$ cat src/hdl/acr_pkg.sv
// Purpose: shared constants and carriers of the converter control block
// Assumes: 32-bit APB, byte registers in the low bits of aligned words
// Notes: one clock; converter clock is an enable pulse from a prescaler
package acr_pkg;
    // ************************************************************
    // register map
    // ************************************************************
    localparam logic [7:0] OFS_INPUT_GAIN_SELECT = 8'h00;
    localparam logic [7:0] OFS_CONTROL_STATUS = 8'h04;
    localparam logic [7:0] OFS_CONTROL_B = 8'h08;
    localparam logic [7:0] OFS_RESULT_LOW = 8'h0C;
    localparam logic [7:0] OFS_RESULT_HIGH = 8'h10;
    localparam logic [7:0] RST_BYTE = 8'h00;
    localparam logic [31:0] RST_WORD = 32'h00000000;

    // control/status bit positions, then left adjust of input select
    localparam int BIT_ENABLE = 7;
    localparam int BIT_START = 6;
    localparam int BIT_AUTO = 5;
    localparam int BIT_FLAG = 4;
    localparam int BIT_IRQ_EN = 3;
    localparam int BIT_LEFT_ADJ = 5;

    // ************************************************************
    // input select codes and timing
    // ************************************************************
    localparam logic [4:0] SEL_LAST_SINGLE = 5'h07;
    localparam logic [4:0] SEL_FIRST_X1 = 5'h10;
    localparam logic [4:0] SEL_BANDGAP = 5'h1E;
    localparam logic [4:0] SEL_GROUND = 5'h1F;
    localparam logic [2:0] TS_FREE_RUN = 3'h0;
    localparam logic [4:0] CONV_LAST_FIRST = 5'h18; // 25 cycles
    localparam logic [4:0] CONV_LAST_NORMAL = 5'h0C; // 13 cycles
    localparam logic [4:0] CONV_ZERO = 5'h00;
    localparam logic [6:0] PRE_ZERO = 7'h00;

    function automatic logic [6:0] div_last(input logic [2:0] code);
        case (code)
            3'h2: div_last = 7'h03;
            3'h3: div_last = 7'h07;
            3'h4: div_last = 7'h0F;
            3'h5: div_last = 7'h1F;
            3'h6: div_last = 7'h3F;
            3'h7: div_last = 7'h7F;
            default: div_last = 7'h01;
        endcase
    endfunction : div_last

    typedef enum logic [1:0] {
        ACR_GAIN_1X = 2'b00,
        ACR_GAIN_10X = 2'b01,
        ACR_GAIN_200X = 2'b10
    } acr_gain_e;

    typedef enum logic [0:0] {
        ACR_IDLE = 1'b0,
        ACR_CONVERT = 1'b1
    } acr_fsm_e;

    // ************************************************************
    // carriers
    // ************************************************************
    typedef struct packed {
        logic [4:0] channel;
        acr_gain_e gain;
        logic differential;
        logic start;
    } acr_core_req_s;

    typedef struct packed {
        logic [31:0] prdata;
        logic pready;
        logic pslverr;
    } acr_apb_rsp_s;

    typedef struct packed {
        acr_fsm_e fsm;
        logic [1:0] ref_sel;
        logic left_adjust;
        logic [4:0] input_select_field;
        logic converter_enable;
        logic auto_trigger_enable;
        logic completion_flag;
        logic completion_irq_enable;
        logic [2:0] clock_divider_select;
        logic [2:0] trigger_source_select;
        logic first_pending;
        logic [6:0] pre_cnt;
        logic [4:0] conv_cnt;
        logic conv_diff;
        logic [9:0] result;
        logic read_lock;
        logic [6:0] trig_meta;
        logic [6:0] trig_sync;
        logic trig_prev;
        logic irq;
        acr_core_req_s core;
        acr_apb_rsp_s apb;
    } acr_state_s;
endpackage : acr_pkg

$ cat src/hdl/acr_adc_control.sv
// Purpose: control, status and result registers of a 10-bit converter
// Assumes: analog core answers with a code sampled at conversion end
// Notes: APB slave with one wait state; all state in one struct
//
// Overview of operation
// - input select applies after running conversion ends
// - codes 0-7 single inputs, bandgap, ground
// - higher codes differential pairs with gain
// - enable bit on/off, clearing aborts conversion
// - start bit begins single or free-running
// - first conversion 25 cycles, others 13
// - start reads one while busy; zero ignored
// - auto trigger starts on selected rising edge
// - flag set at every conversion end, even while locked
// - interrupt while flag, enable, global set
// - vector or written one clears flag
// - three-bit prescaler divides system clock
// - right adjust layout of result bytes
// - left adjust layout of result bytes
// - low read locks result until high read
// - differential result shown two's complement
// - left adjust changes presentation immediately
// - free-running select makes no trigger itself
// - source switch to set source triggers
`timescale 1ns/10ps
`default_nettype none
module acr_adc_control (
    // clock and reset
    input wire logic clock,
    input wire logic srst,
    // apb slave
    input wire logic psel,
    input wire logic penable,
    input wire logic pwrite,
    input wire logic [7:0] paddr,
    input wire logic [31:0] pwdata,
    output logic [31:0] prdata,
    output logic pready,
    output logic pslverr,
    // cpu interrupt handshake
    input wire logic global_irq_enable,
    input wire logic irq_vector_taken,
    output logic completion_irq,
    // trigger sources 1..7, asynchronous
    input wire logic [6:0] trigger_in,
    // analog core
    output acr_pkg::acr_core_req_s core_req,
    input wire logic [9:0] core_code
);
    import acr_pkg::*;

    acr_state_s state_reg;
    acr_state_s state_next;

    // ************************************************************
    // apb decode
    // ************************************************************
    logic access;
    logic do_write;
    logic do_read;
    logic mapped;
    assign access = psel && penable;
    // effects land only on the edge where pready is seen high
    assign do_write = access && state_reg.apb.pready && pwrite;
    assign do_read = access && state_reg.apb.pready && !pwrite;
    assign mapped = (paddr == OFS_INPUT_GAIN_SELECT) || (paddr == OFS_CONTROL_STATUS)
        || (paddr == OFS_CONTROL_B) || (paddr == OFS_RESULT_LOW) || (paddr == OFS_RESULT_HIGH);

    // ************************************************************
    // result presentation
    // ************************************************************
    logic [7:0] res_low;
    logic [7:0] res_high;
    always_comb begin
        if (state_reg.left_adjust) begin
            res_high = state_reg.result[9:2];
            res_low = {state_reg.result[1:0], 6'h00};
        end else begin
            res_high = {6'h00, state_reg.result[9:8]};
            res_low = state_reg.result[7:0];
        end
    end

    logic [7:0] control_view;
    always_comb begin
        control_view = RST_BYTE;
        control_view[BIT_ENABLE] = state_reg.converter_enable;
        control_view[BIT_START] = (state_reg.fsm == ACR_CONVERT);
        control_view[BIT_AUTO] = state_reg.auto_trigger_enable;
        control_view[BIT_FLAG] = state_reg.completion_flag;
        control_view[BIT_IRQ_EN] = state_reg.completion_irq_enable;
        control_view[2:0] = state_reg.clock_divider_select;
    end

    logic [7:0] read_byte;
    always_comb begin
        case (paddr)
            OFS_INPUT_GAIN_SELECT: read_byte = {state_reg.ref_sel, state_reg.left_adjust,
                state_reg.input_select_field};
            OFS_CONTROL_STATUS: read_byte = control_view;
            OFS_CONTROL_B: read_byte = {5'h00, state_reg.trigger_source_select};
            OFS_RESULT_LOW: read_byte = res_low;
            OFS_RESULT_HIGH: read_byte = res_high;
            default: read_byte = RST_BYTE;
        endcase
    end

    // ************************************************************
    // channel decode
    // ************************************************************
    logic sel_diff;
    acr_gain_e sel_gain;
    always_comb begin
        sel_diff = !((state_reg.input_select_field <= SEL_LAST_SINGLE)
            || (state_reg.input_select_field == SEL_BANDGAP)
            || (state_reg.input_select_field == SEL_GROUND));
        if (!sel_diff || state_reg.input_select_field >= SEL_FIRST_X1) begin
            sel_gain = ACR_GAIN_1X;
        end else if (state_reg.input_select_field[1]) begin
            sel_gain = ACR_GAIN_200X;
        end else begin
            sel_gain = ACR_GAIN_10X;
        end
    end

    // ************************************************************
    // trigger selection
    // ************************************************************
    logic trig_level;
    logic trig_edge;
    always_comb begin
        // free-running source reads as low, so no edge
        if (state_reg.trigger_source_select == TS_FREE_RUN) begin
            trig_level = 1'b0;
        end else begin
            trig_level = state_reg.trig_sync[state_reg.trigger_source_select - 3'h1];
        end
    end
    // edge on selected level, so a source switch counts
    assign trig_edge = trig_level && !state_reg.trig_prev;

    // ************************************************************
    // next state
    // ************************************************************
    logic wr_ctrl;
    logic pre_tick;
    logic conv_end;
    logic start_req;
    logic flag_set;
    logic [4:0] conv_last;
    always_comb begin
        state_next = state_reg;
        wr_ctrl = do_write && (paddr == OFS_CONTROL_STATUS);
        pre_tick = (state_reg.pre_cnt == div_last(state_reg.clock_divider_select));
        conv_last = state_reg.first_pending ? CONV_LAST_FIRST : CONV_LAST_NORMAL;
        conv_end = (state_reg.fsm == ACR_CONVERT) && pre_tick && (state_reg.conv_cnt == conv_last);
        flag_set = 1'b0;
        start_req = 1'b0;

        // pin inputs through two flops
        state_next.trig_meta = trigger_in;
        state_next.trig_sync = state_reg.trig_meta;
        state_next.trig_prev = trig_level;

        // apb handshake: one wait state
        state_next.apb.pready = access && !state_reg.apb.pready;
        state_next.apb.pslverr = access && !state_reg.apb.pready && !mapped;
        state_next.apb.prdata = (access && !state_reg.apb.pready && !pwrite) ? {24'h000000, read_byte}
            : RST_WORD;

        // register writes
        if (do_write && paddr == OFS_INPUT_GAIN_SELECT) begin
            state_next.ref_sel = pwdata[7:6];
            state_next.left_adjust = pwdata[BIT_LEFT_ADJ];
            state_next.input_select_field = pwdata[4:0];
        end
        if (do_write && paddr == OFS_CONTROL_B) begin
            state_next.trigger_source_select = pwdata[2:0];
        end
        if (wr_ctrl) begin
            state_next.converter_enable = pwdata[BIT_ENABLE];
            state_next.auto_trigger_enable = pwdata[BIT_AUTO];
            state_next.completion_irq_enable = pwdata[BIT_IRQ_EN];
            state_next.clock_divider_select = pwdata[2:0];
            // enabling arms the long first conversion
            if (pwdata[BIT_ENABLE] && !state_reg.converter_enable) begin
                state_next.first_pending = 1'b1;
            end
            if (pwdata[BIT_START]) begin
                start_req = 1'b1;
            end
        end

        // auto trigger on selected rising edge
        if (state_reg.auto_trigger_enable && trig_edge) begin
            start_req = 1'b1;
        end

        // low read locks, high read releases
        if (do_read && paddr == OFS_RESULT_LOW) begin
            state_next.read_lock = 1'b1;
        end
        if (do_read && paddr == OFS_RESULT_HIGH) begin
            state_next.read_lock = 1'b0;
        end

        // prescaler runs only while enabled
        if (!state_reg.converter_enable || pre_tick) begin
            state_next.pre_cnt = PRE_ZERO;
        end else begin
            state_next.pre_cnt = state_reg.pre_cnt + 7'h01;
        end

        state_next.core.start = 1'b0;
        case (state_reg.fsm)
            ACR_IDLE: begin
                state_next.core.channel = state_reg.input_select_field;
                state_next.core.gain = sel_gain;
                state_next.core.differential = sel_diff;
                if (start_req && (state_next.converter_enable)) begin
                    state_next.fsm = ACR_CONVERT;
                    state_next.conv_cnt = CONV_ZERO;
                    state_next.pre_cnt = PRE_ZERO;
                    state_next.conv_diff = sel_diff;
                    state_next.core.start = 1'b1;
                end
            end
            ACR_CONVERT: begin
                if (pre_tick) begin
                    state_next.conv_cnt = state_reg.conv_cnt + 5'h01;
                end
                if (conv_end) begin
                    state_next.fsm = ACR_IDLE;
                    state_next.first_pending = 1'b0;
                    state_next.conv_cnt = CONV_ZERO;
                    if (!state_reg.read_lock) begin
                        state_next.result = state_reg.conv_diff ? {~core_code[9], core_code[8:0]}
                            : core_code;
                    end
                    flag_set = 1'b1;
                    if (state_reg.auto_trigger_enable && state_reg.trigger_source_select == TS_FREE_RUN
                        && state_next.converter_enable) begin
                        state_next.fsm = ACR_CONVERT;
                        state_next.pre_cnt = PRE_ZERO;
                        state_next.core.channel = state_reg.input_select_field;
                        state_next.core.gain = sel_gain;
                        state_next.core.differential = sel_diff;
                        state_next.conv_diff = sel_diff;
                        state_next.core.start = 1'b1;
                    end
                end
                if (!state_next.converter_enable) begin
                    state_next.fsm = ACR_IDLE;
                    state_next.conv_cnt = CONV_ZERO;
                    state_next.core.start = 1'b0;
                    flag_set = 1'b0;
                    state_next.result = state_reg.result;
                end
            end
            default: begin
                state_next.fsm = ACR_IDLE;
            end
        endcase

        // vector or written one clears; a new set wins
        if (flag_set) begin
            state_next.completion_flag = 1'b1;
        end else if (irq_vector_taken || (wr_ctrl && pwdata[BIT_FLAG])) begin
            state_next.completion_flag = 1'b0;
        end

        // interrupt request from flag and enables
        state_next.irq = state_next.completion_flag && state_next.completion_irq_enable && global_irq_enable;
    end

    // ************************************************************
    // state register
    // ************************************************************
    always_ff @(posedge clock) begin
        if (srst) begin
            state_reg <= '0;
        end else begin
            state_reg <= state_next;
        end
    end

    assign prdata = state_reg.apb.prdata;
    assign pready = state_reg.apb.pready;
    assign pslverr = state_reg.apb.pslverr;
    assign completion_irq = state_reg.irq;
    assign core_req = state_reg.core;
endmodule : acr_adc_control
`default_nettype wire

$ cat config.mk
export PLATFORM = sky130hd
export DESIGN_NAME = acr_adc_control
export DESIGN_NICKNAME = d
export VERILOG_FILES = /design/src/hdl/acr_pkg.sv /design/src/hdl/acr_adc_control.sv
export SDC_FILE = /design/constraint.sdc
export NUM_CORES = 1
export LEC_CHECK = 0
export ABC_CLOCK_PERIOD_IN_PS = 5300
export BUFFER_PORTS_ARGS = -buffer_cell sky130_fd_sc_hd__buf_2
export CORE_ASPECT_RATIO = 0.75
export CORE_MARGIN = 2
export CORE_UTILIZATION = 30
export DETAILED_ROUTE_END_ITERATION = 12
export MAX_ROUTING_LAYER = met4
export PLACE_DENSITY = 0.47
export SETUP_SLACK_MARGIN = 0.05
export SYNTH_ARGS = -nofsm -noshare
export SYNTH_HDL_FRONTEND = slang
export SYNTH_SLANG_ARGS = --single-unit
$ cat constraint.sdc
create_clock -name clock -period 5.3 [get_ports clock]
set_input_delay 0.53 -clock clock [delete_from_list [all_inputs] [get_ports clock]]
set_output_delay 0.53 -clock clock [all_outputs]
set_load 0.005 [all_outputs]
== Word-level counts from Yosys, hierarchy flattened ==
Cells that the tools add are included.

* Word-level logic and storage cells: 144
* Input port bits: 64
* Output and inout port bits: 44
* Flip-flop bits (word level): 103

* Order comparisons: 3
* Bitwise logic cells: 4
* Add/sub/neg operators: 3
* Multiplexer cells: 42
* Reductions and logical operators: 46
* Eq/ne operators: 18

{| class="wikitable"
|+ Operators with widths
! kind !! count
|-
| $pmux 7 s6 || 1
|-
| $pmux 8 s5 || 1
|-
| $pmux 13 s2 || 1
|-
| $mux 24 || 1
|-
| $logic_and 1x1->1 || 23
|-
| $mux 10 || 2
|-
| $mux 1 || 19
|-
| $mux 9 || 2
|-
| $pmux 9 s2 || 1
|-
| $eq 8x4->1 const B || 2
|-
| $mux 8 || 2
|-
| $mux 5 || 3
|-
| $mux 7 || 2
|-
| $mux 13 || 1
|-
| $eq 3x3->1 const B || 4
|-
| $eq 5x5->1 const B || 2
|-
| $logic_or 1x1->1 || 9
|-
| $eq 8x3->1 const B || 1
|-
| $eq 8x5->1 const B || 1
|-
| $logic_not 8->1 || 1
|-
| $add 7x1->7 const B || 1
|-
| $eq 7x7->1 || 1
|-
| $eq 3x2->1 const B || 2
|-
| $logic_not 1->1 || 6
|-
| 19 further kinds || 27
|}

== Longest topological paths before layout ==
Gate-level depths: netlist (run 1).

* Depth in word-level cells: 11
* Depth in mapped cells: 9
* Depth with buffers taken out: 9

== Least setup slack after synthesis (run 1) ==
OpenSTA, ideal clock, no wires.

* Kind: flip-flop to flip-flop
* Start: reg state_reg[84] in the netlist's numbering
* End: reg state_reg[78] in the netlist's numbering
* Setup time: 137 ps
* Arrival time: 2,149 ps
* Cell stages (with the launch flop): 10
* Buffers on the path: 0
* Data required time: 5,163 ps
* Setup slack: 3,013 ps
* Clock period less this slack: 2,287 ps
* Path through: dfxtp_1 > inv_1 > ha_1 > ha_1 > a211oi_1 > a311oi_1 > a41oi_1 > or2_2 > o21ai_1 > nor3_1

* Cells in the longest elaborated chain, start to end: 10
* Elaborated cells on any way between the ends: 15
* Classes of those cells: add/sub: 1; mux: 8; reduce/logical: 6

{| class="wikitable"
|+ Ends and longest elaborated chain
! what !! line !! text
|-
| from (decl) || acr_adc_control.sv:52 || <nowiki>acr_state_s state_reg;</nowiki>
|-
| from (signal assigned) || acr_adc_control.sv:283 || <nowiki>state_reg <= state_next;</nowiki>
|-
| $sub 3x1->3 || acr_adc_control.sv:136 || <nowiki>trig_level = state_reg.trig_sync[state_reg.trigger_source_select - 3'h1];</nowiki>
|-
| $bmux 1 s3 || acr_adc_control.sv:136 ||
|-
| $mux 1 (implied by the code) || acr_adc_control.sv:136 ||
|-
| $mux 1 || acr_adc_control.sv:133 || <nowiki>if (state_reg.trigger_source_select == TS_FREE_RUN) begin</nowiki>
|-
| $logic_and 1x1->1 || acr_adc_control.sv:140 || <nowiki>assign trig_edge = trig_level && !state_reg.trig_prev;</nowiki>
|-
| $logic_and 1x1->1 || acr_adc_control.sv:195 || <nowiki>if (state_reg.auto_trigger_enable && trig_edge) begin</nowiki>
|-
| $mux 1 || acr_adc_control.sv:195 ||
|-
| $logic_and 1x1->1 || acr_adc_control.sv:220 || <nowiki>if (start_req && (state_next.converter_enable)) begin</nowiki>
|-
| $mux 13 || acr_adc_control.sv:220 ||
|-
| $pmux 13 s2 (*) || acr_adc_control.sv:215 || <nowiki>case (state_reg.fsm)</nowiki>
|}

Every way passes the cells marked *; elsewhere a longest branch is shown, timed or not. The select of a mux whose other input is x is not followed.
A chain may end at the register's enable or synchronous reset.

== Final worst setup path (run 1) ==
* Start: reg state_reg[84] in the netlist's numbering
* End: reg state_reg[81] in the netlist's numbering

The elaborated chain is that of the path after synthesis.

==> results.cfg, run 1 <==
[outcome]
outcome = finished, final reports clean

[clocking]
cts_buffers = 9
clkLatencyLatePin_ns = 0.34
cts_buffer_depth = 2
cts.hold.buffers_added = 0
clkTransAtPathRegs_ns = 0.06
cts_setup_buffers = 0
cts_tree = yes
clockRootBuffer = clkbuf_16
clkSinkCount = 79
cts-resized-gates = 0
cts-htree-levels = 3

[critical_path]
worstReg2RegStart = state_reg[84]
r2r_cells = 9
startpoint_type = register
crit_path_top_delay_cell = o21ai_1
arrival_ns = 2.85
crit_chain = inv_1, ha_1, ha_1, a211oi_1, a311oi_1, a41oi_1, or2_2, o21ai_1, nor3_1
crit_end = state_reg[81]
critPathRequiredTime_ns = 5.50
max_stage_delay_ns = 0.49
cpMostUsedCell = ha_1
cp_max_fo = 7
critPathCaptureType = register
timing_worst_setup_path_type = register to register
rrSetupSlack_ns = 2.65
r2r-end = state_reg[81]
startpoint = state_reg[84]

[hold_path]
min_path_type = input port to register

[cells_and_area]
final_nets = 514
final_common_cell = dfxtp_1
final_cell_mix = dfxtp_1, buf_2, nor2_1
layout-drive-gt1-share_pct = 19.8
antennaDiodeCount = 0
syn_to_final_growth_pct = 13.3
largest_register_ffs = 44

[routing]
drt_iter0_drc = 169
post_drt_via_cell_ratio = 4.66
vias = 2868
drtPass1Iterations = 4
drc = 0
wl_per_cell_microns = 14.2
drtAntennaViolNets = 0
drt-total-wl_mm = 8.76

[timing]
timing.final.crit_share_pct = 50.0
finClkSkew_ns = 0.00738
hold_violations = 0
period_needed_ns = 2.65
fmax_mhz = 377
rsz0062_at_grt = false
finalSetupViolations = 0
slew-limit-headroom_pct = 42.5
fin_ws_ns = 2.65
worstMarginPinSlew_ns = 0.855
fin_tns_setup_ns = 0
slew_viol_final = 0

[floorplan]
die_y_microns = 101
fp.dieW_microns = 134
initial_utilization_pct = 30.9
coreArea_sq_mm = 0.0123
dieArea_sq_mm = 0.0136
rows = 35
ios = 108

[power_and_ir_drop]
power_density_mw_per_mm2 = 295
finalPower_w = 0.00127
vdd_ir_drop_max_mv = 0.159
p_leak_nw = 1.72

[global_route]
grt_pass1_wl_mm = 14.3
grt_max_degree = 63
track_usage_pct = 14.0
antenna_found_initial = 0
overflow = 0
grt_pass1_vias = 2728

[synth]
yosys.area.top_type = dfxtp_1
yosysTopAreaCellShare_pct = 41.6
syn_area_sq_mm = 0.00380
ys_seq_area_share_pct = 41.6
ys_top_cells_by_area = dfxtp_1, mux2i_1, buf_4
async_reset_ff_share_pct = 0
syn-instance-count = 408
synth.distinct_cells = 57
synth_warnings = 0
ys.flop_type = dfxtp_1
synth-seq-cells = 79
synth-edff-count = 0
syn_area_per_cell_sq_um = 9.31

[placement]
gp_congestion = 0.857
post-place-ws_ns = 2.42
portBuffers = 59
dp.final_hpwl_mm = 6.49

[run]
drv_cap = 0
[synth_stat cells (3+ instances only)]
cell type,instances
o21ai_0,5
clkbuf_1,9
ha_1,5
inv_1,9
buf_2,4
nor3b_1,3
nand2_1,25
nand3_1,9
mux2_2,5
a211oi_1,3
nor3_1,11
and4_1,3
nand2b_1,3
xor2_1,5
a21boi_0,3
nor2b_1,17
nor2_1,49
o211ai_1,4
xnor2_1,4
and3b_1,3
a31oi_1,7
a222oi_1,8
nand4_1,5
mux2i_1,37
buf_4,42
o21ai_1,3
dfxtp_1,79
a21oi_1,8
and2_1,5
[cell type report]
cell class / instances / area (sq um)
clock buffer: 11 / 243
fill: 1284 / 8000
inverter: 9 / 33.8
sequential: 79 / 1580
multi-input combinational: 285 / 1870
timing repair buffer: 61 / 310
clock inverter: 5 / 57.6
tap: 166 / 208
[worst max-delay path: cells and delay by family, from the launching register on]
| family | cells | cell delay [ns] |
|---|---|---|
| adders and majority gates | 2 | 0.52 |
| AOI/OAI and AO/OA | 4 | 1.04 |
| and+or+nand+nor | 2 | 0.45 |
| DFF | 1 | 0.41 |
| buffers and inverters | 1 | 0.08 |
[power by group]
| part | switching (W) | internal [W] |
|---|---|---|
| Clock | 0.000246 | 0.000377 |
| Sequential | 0.00000130 | 0.000599 |
| Combinational | 0.0000266 | 0.0000177 |
[routing by layer]
layer | vias to the layer above | GRT usage, % | wire (microns)
li1 | 1451 | - | -
met1 | 1322 | 20.5 | 4640
met2 | 84 | 18.8 | 3400
met3 | 11 | 3.75 | 627
met4 | 0 | 3.68 | 95
met5 | - | - | 0
[logic make-up after synthesis]
family,synth area share (%)
and+or+nand+nor,21.0
DFF,41.6
buffers and inverters,11.6
AOI/OAI and AO/OA,10.8
muxes,11.2
xor gates and xnor gates,2.07
adders and majority gates,1.65
other,0.0987
[metrics by stage]
stage / std cells / hold slack (ns) / utilization, % / instance area, sq um
floorplan: 431 / 0.414 / - / 3890
global placement: 600 / 0.430 / 32.5 / 4010
detailed placement: 600 / 0.422 / 32.5 / 4010
CTS: 616 / 0.390 / 35.0 / 4310
global route: 616 / 0.401 / 35.0 / 4310
finish: 616 / 0.402 / 35.0 / 4310
[worst min path at each step]
| stage | startpoint | end | slack (ns) | cells after the start |
|---|---|---|---|---|
| finish | trigger_in[0] | state_next[45] | 0.40 | 2 |
| global route | trigger_in[1] | state_next[46] | 0.40 | 2 |
| CTS | trigger_in[0] | state_next[45] | 0.39 | 2 |
| detailed placement | state_next[48] | state_reg[48] | 0.42 | 1 |
| global placement | state_next[51] | state_reg[51] | 0.43 | 1 |
| floorplan | state_next[45] | state_reg[45] | 0.41 | 1 |
No activity file was read; power rests on OpenSTA's default activity.
==> inputs of run 2 (changes only) <==
Settings changed: ABC_AREA from default to 1, ABC_CLOCK_PERIOD_IN_PS 5300 to 2520, PLACE_DENSITY 0.47 to 0.46.
Clock period 5.3 ns to 2.52 ns, I/O delays scaled along.
==> run 2 against run 1 <==
Worst hold slack worse by 0.29 ns. Register-to-register slack got worse by 2.3 ns. Die area grew 7.5%. Setup slack got worse by 2.3 ns. Via count is 23% higher. Final area increased by 7.0%. Sequential cell count did not move. Cell count up 31%. Utilization hardly changed. Clock skew is 0.00083 ns higher. Routed wire length is 17% higher. Sequential share of layout area shrank 2.4 points. Critical endpoint is now state_reg[60]. Highest routed layer unchanged.
==> results.cfg, run 2 <==
[routing]
drtAntennaViolNets = 0
wl_per_cell_microns = 12.8
drtPass1Iterations = 5
drc = 0
vias = 3533
post_drt_via_cell_ratio = 4.39
drt-total-wl_mm = 10.3
drt_iter0_drc = 267

[timing]
slew_viol_final = 0
fmax_mhz = 464
timing.final.crit_share_pct = 85.6
rsz0062_at_grt = false
hold_violations = 0
fin_tns_setup_ns = 0
finalSetupViolations = 0
fin_ws_ns = 0.363
period_needed_ns = 2.16
finClkSkew_ns = 0.00821

[synth]
synth.most_common_cell = nor2_1
ys.flop_type = dfxtp_1
syn_area_per_cell_sq_um = 7.00
yosys-top-cells-count = nor2_1, nand2_1, inv_1
synth_warnings = 0
synth-seq-cells = 79
ys_top_cells_by_area = dfxtp_1, nor2_1, nand2_1
synth-edff-count = 0
syn_area_sq_mm = 0.00409
syn-instance-count = 585
yosys.area.top_type = dfxtp_1
async_reset_ff_share_pct = 0
yosysTopAreaCellShare_pct = 38.6
synth.distinct_cells = 39
ys_seq_area_share_pct = 38.6

[cells_and_area]
final_cell_mix = nor2_1, nand2_1, inv_1
syn_to_final_growth_pct = 12.5
n_fill_cell = 1456
postLayoutCellArea_sq_mm = 0.00461
final_common_cell = nor2_1
layout-drive-gt1-share_pct = 16.6
largest_register_ffs = 44
antennaDiodeCount = 0
final_nets = 697

[floorplan]
rows = 36
initial_utilization_pct = 31.1
fp.dieW_microns = 139
dieArea_sq_mm = 0.0146
coreArea_sq_mm = 0.0132
die_y_microns = 105
ios = 108

[power_and_ir_drop]
p_leak_nw = 2.11
vdd_ir_drop_max_mv = 0.298
finalPower_w = 0.00256
power_density_mw_per_mm2 = 555

[critical_path]
critPathRequiredTime_ns = 2.75
r2r_cells = 9
startpoint_type = register
arrival_ns = 2.39
critPathCaptureType = register
timing_worst_setup_path_type = register to register
rrSetupSlack_ns = 0.36
cp_max_fo = 20

[clocking]
cts.hold.buffers_added = 0
cts_setup_buffers = 0
clockRootBuffer = clkbuf_16
cts_buffer_depth = 2
cts-htree-levels = 3
cts_tree = yes
clkLatencyLatePin_ns = 0.34
clkTransAtPathRegs_ns = 0.06
cts-resized-gates = 0
cts_buffers = 9
clkSinkCount = 79

[global_route]
gr-usage-met1_pct = 22.1
grt_pass1_vias = 3371
antenna_found_initial = 0
grt_max_degree = 40
gr-usage-met3_pct = 4.35
top_usage_layer = met1
track_usage_pct = 15.0
overflow = 0
use_met2_pct = 19.2
grt_pass1_wl_mm = 16.9

[hold_path]
hold_depth = 3
min_path_type = input port to register

[placement]
gp_congestion = 0.863
dpl_cell_area_sq_mm = 0.00434
post-place-ws_ns = 0.335
dp.final_hpwl_mm = 7.92
portBuffers = 59

[run]
drv_cap = 0

[outcome]
outcome = finished, final reports clean
[run 2: worst max-delay path: stages (launching register included)]
cell and delay, ns:
dfxtp_1 0.52, inv_2 0.14, o21ai_2 0.18, nand2_2 0.08, nor2_4 0.13, nand4_4 0.20
inv_2 0.13, nand3b_2 0.32, o21ai_0 0.30, nor2_1 0.05
[run 2: power by group]
part / internal (W) / switching (W) / total, W
combinational: 0.0000385 / 0.0000621 / 0.000101
sequential: 0.00126 / 0.00000330 / 0.00126
clock: 0.000667 / 0.000524 / 0.00119
[run 2: per-layer routing]
metal | vias up | wire [microns]
met3 | 10 | 774
met5 | - | 0
met4 | 0 | 116
met1 | 1572 | 5630
li1 | 1854 | -
met2 | 97 | 3740
[run 2: layout make-up]
cell class	count	area (sq um)	share of cell area [%]
clock inverter	5	35.0	0.760
clock buffer	11	233	5.05
timing repair buffer	64	333	7.22
sequential	79	1580	34.3
inverter	91	342	7.41
tap	171	214	4.64
multi-input combinational	383	1870	40.6
[run 2: per-stage QoR]
stage / instances / util, % / hold slack [ns]
after floorplan: 608 / - / 0.321
after global placement: 788 / 33.0 / 0.398
after detailed placement: 788 / 33.0 / 0.399
after CTS: 804 / 35.0 / 0.0963
after global routing: 804 / 35.0 / 0.111
final: 804 / 35.0 / 0.108
[run 2: final timing paths]
path                                 startpoint              to
worst max-delay path            control_view[2]   state_reg[60]
worst min-delay path              trigger_in[3]  state_next[48]
worst max register to register  control_view[2]   state_reg[60]
worst min register to register   state_next[51]   state_reg[51]
[run 2: logic make-up after synthesis]
kind of cell	count (synthesis)	synth area share, %
and+or+nand+nor	262	28.2
buffers and inverters	146	17.8
AOI/OAI and AO/OA	81	11.4
DFF	79	38.6
xor gates and xnor gates	11	2.35
adders and majority gates	5	1.53
other	1	0.0916
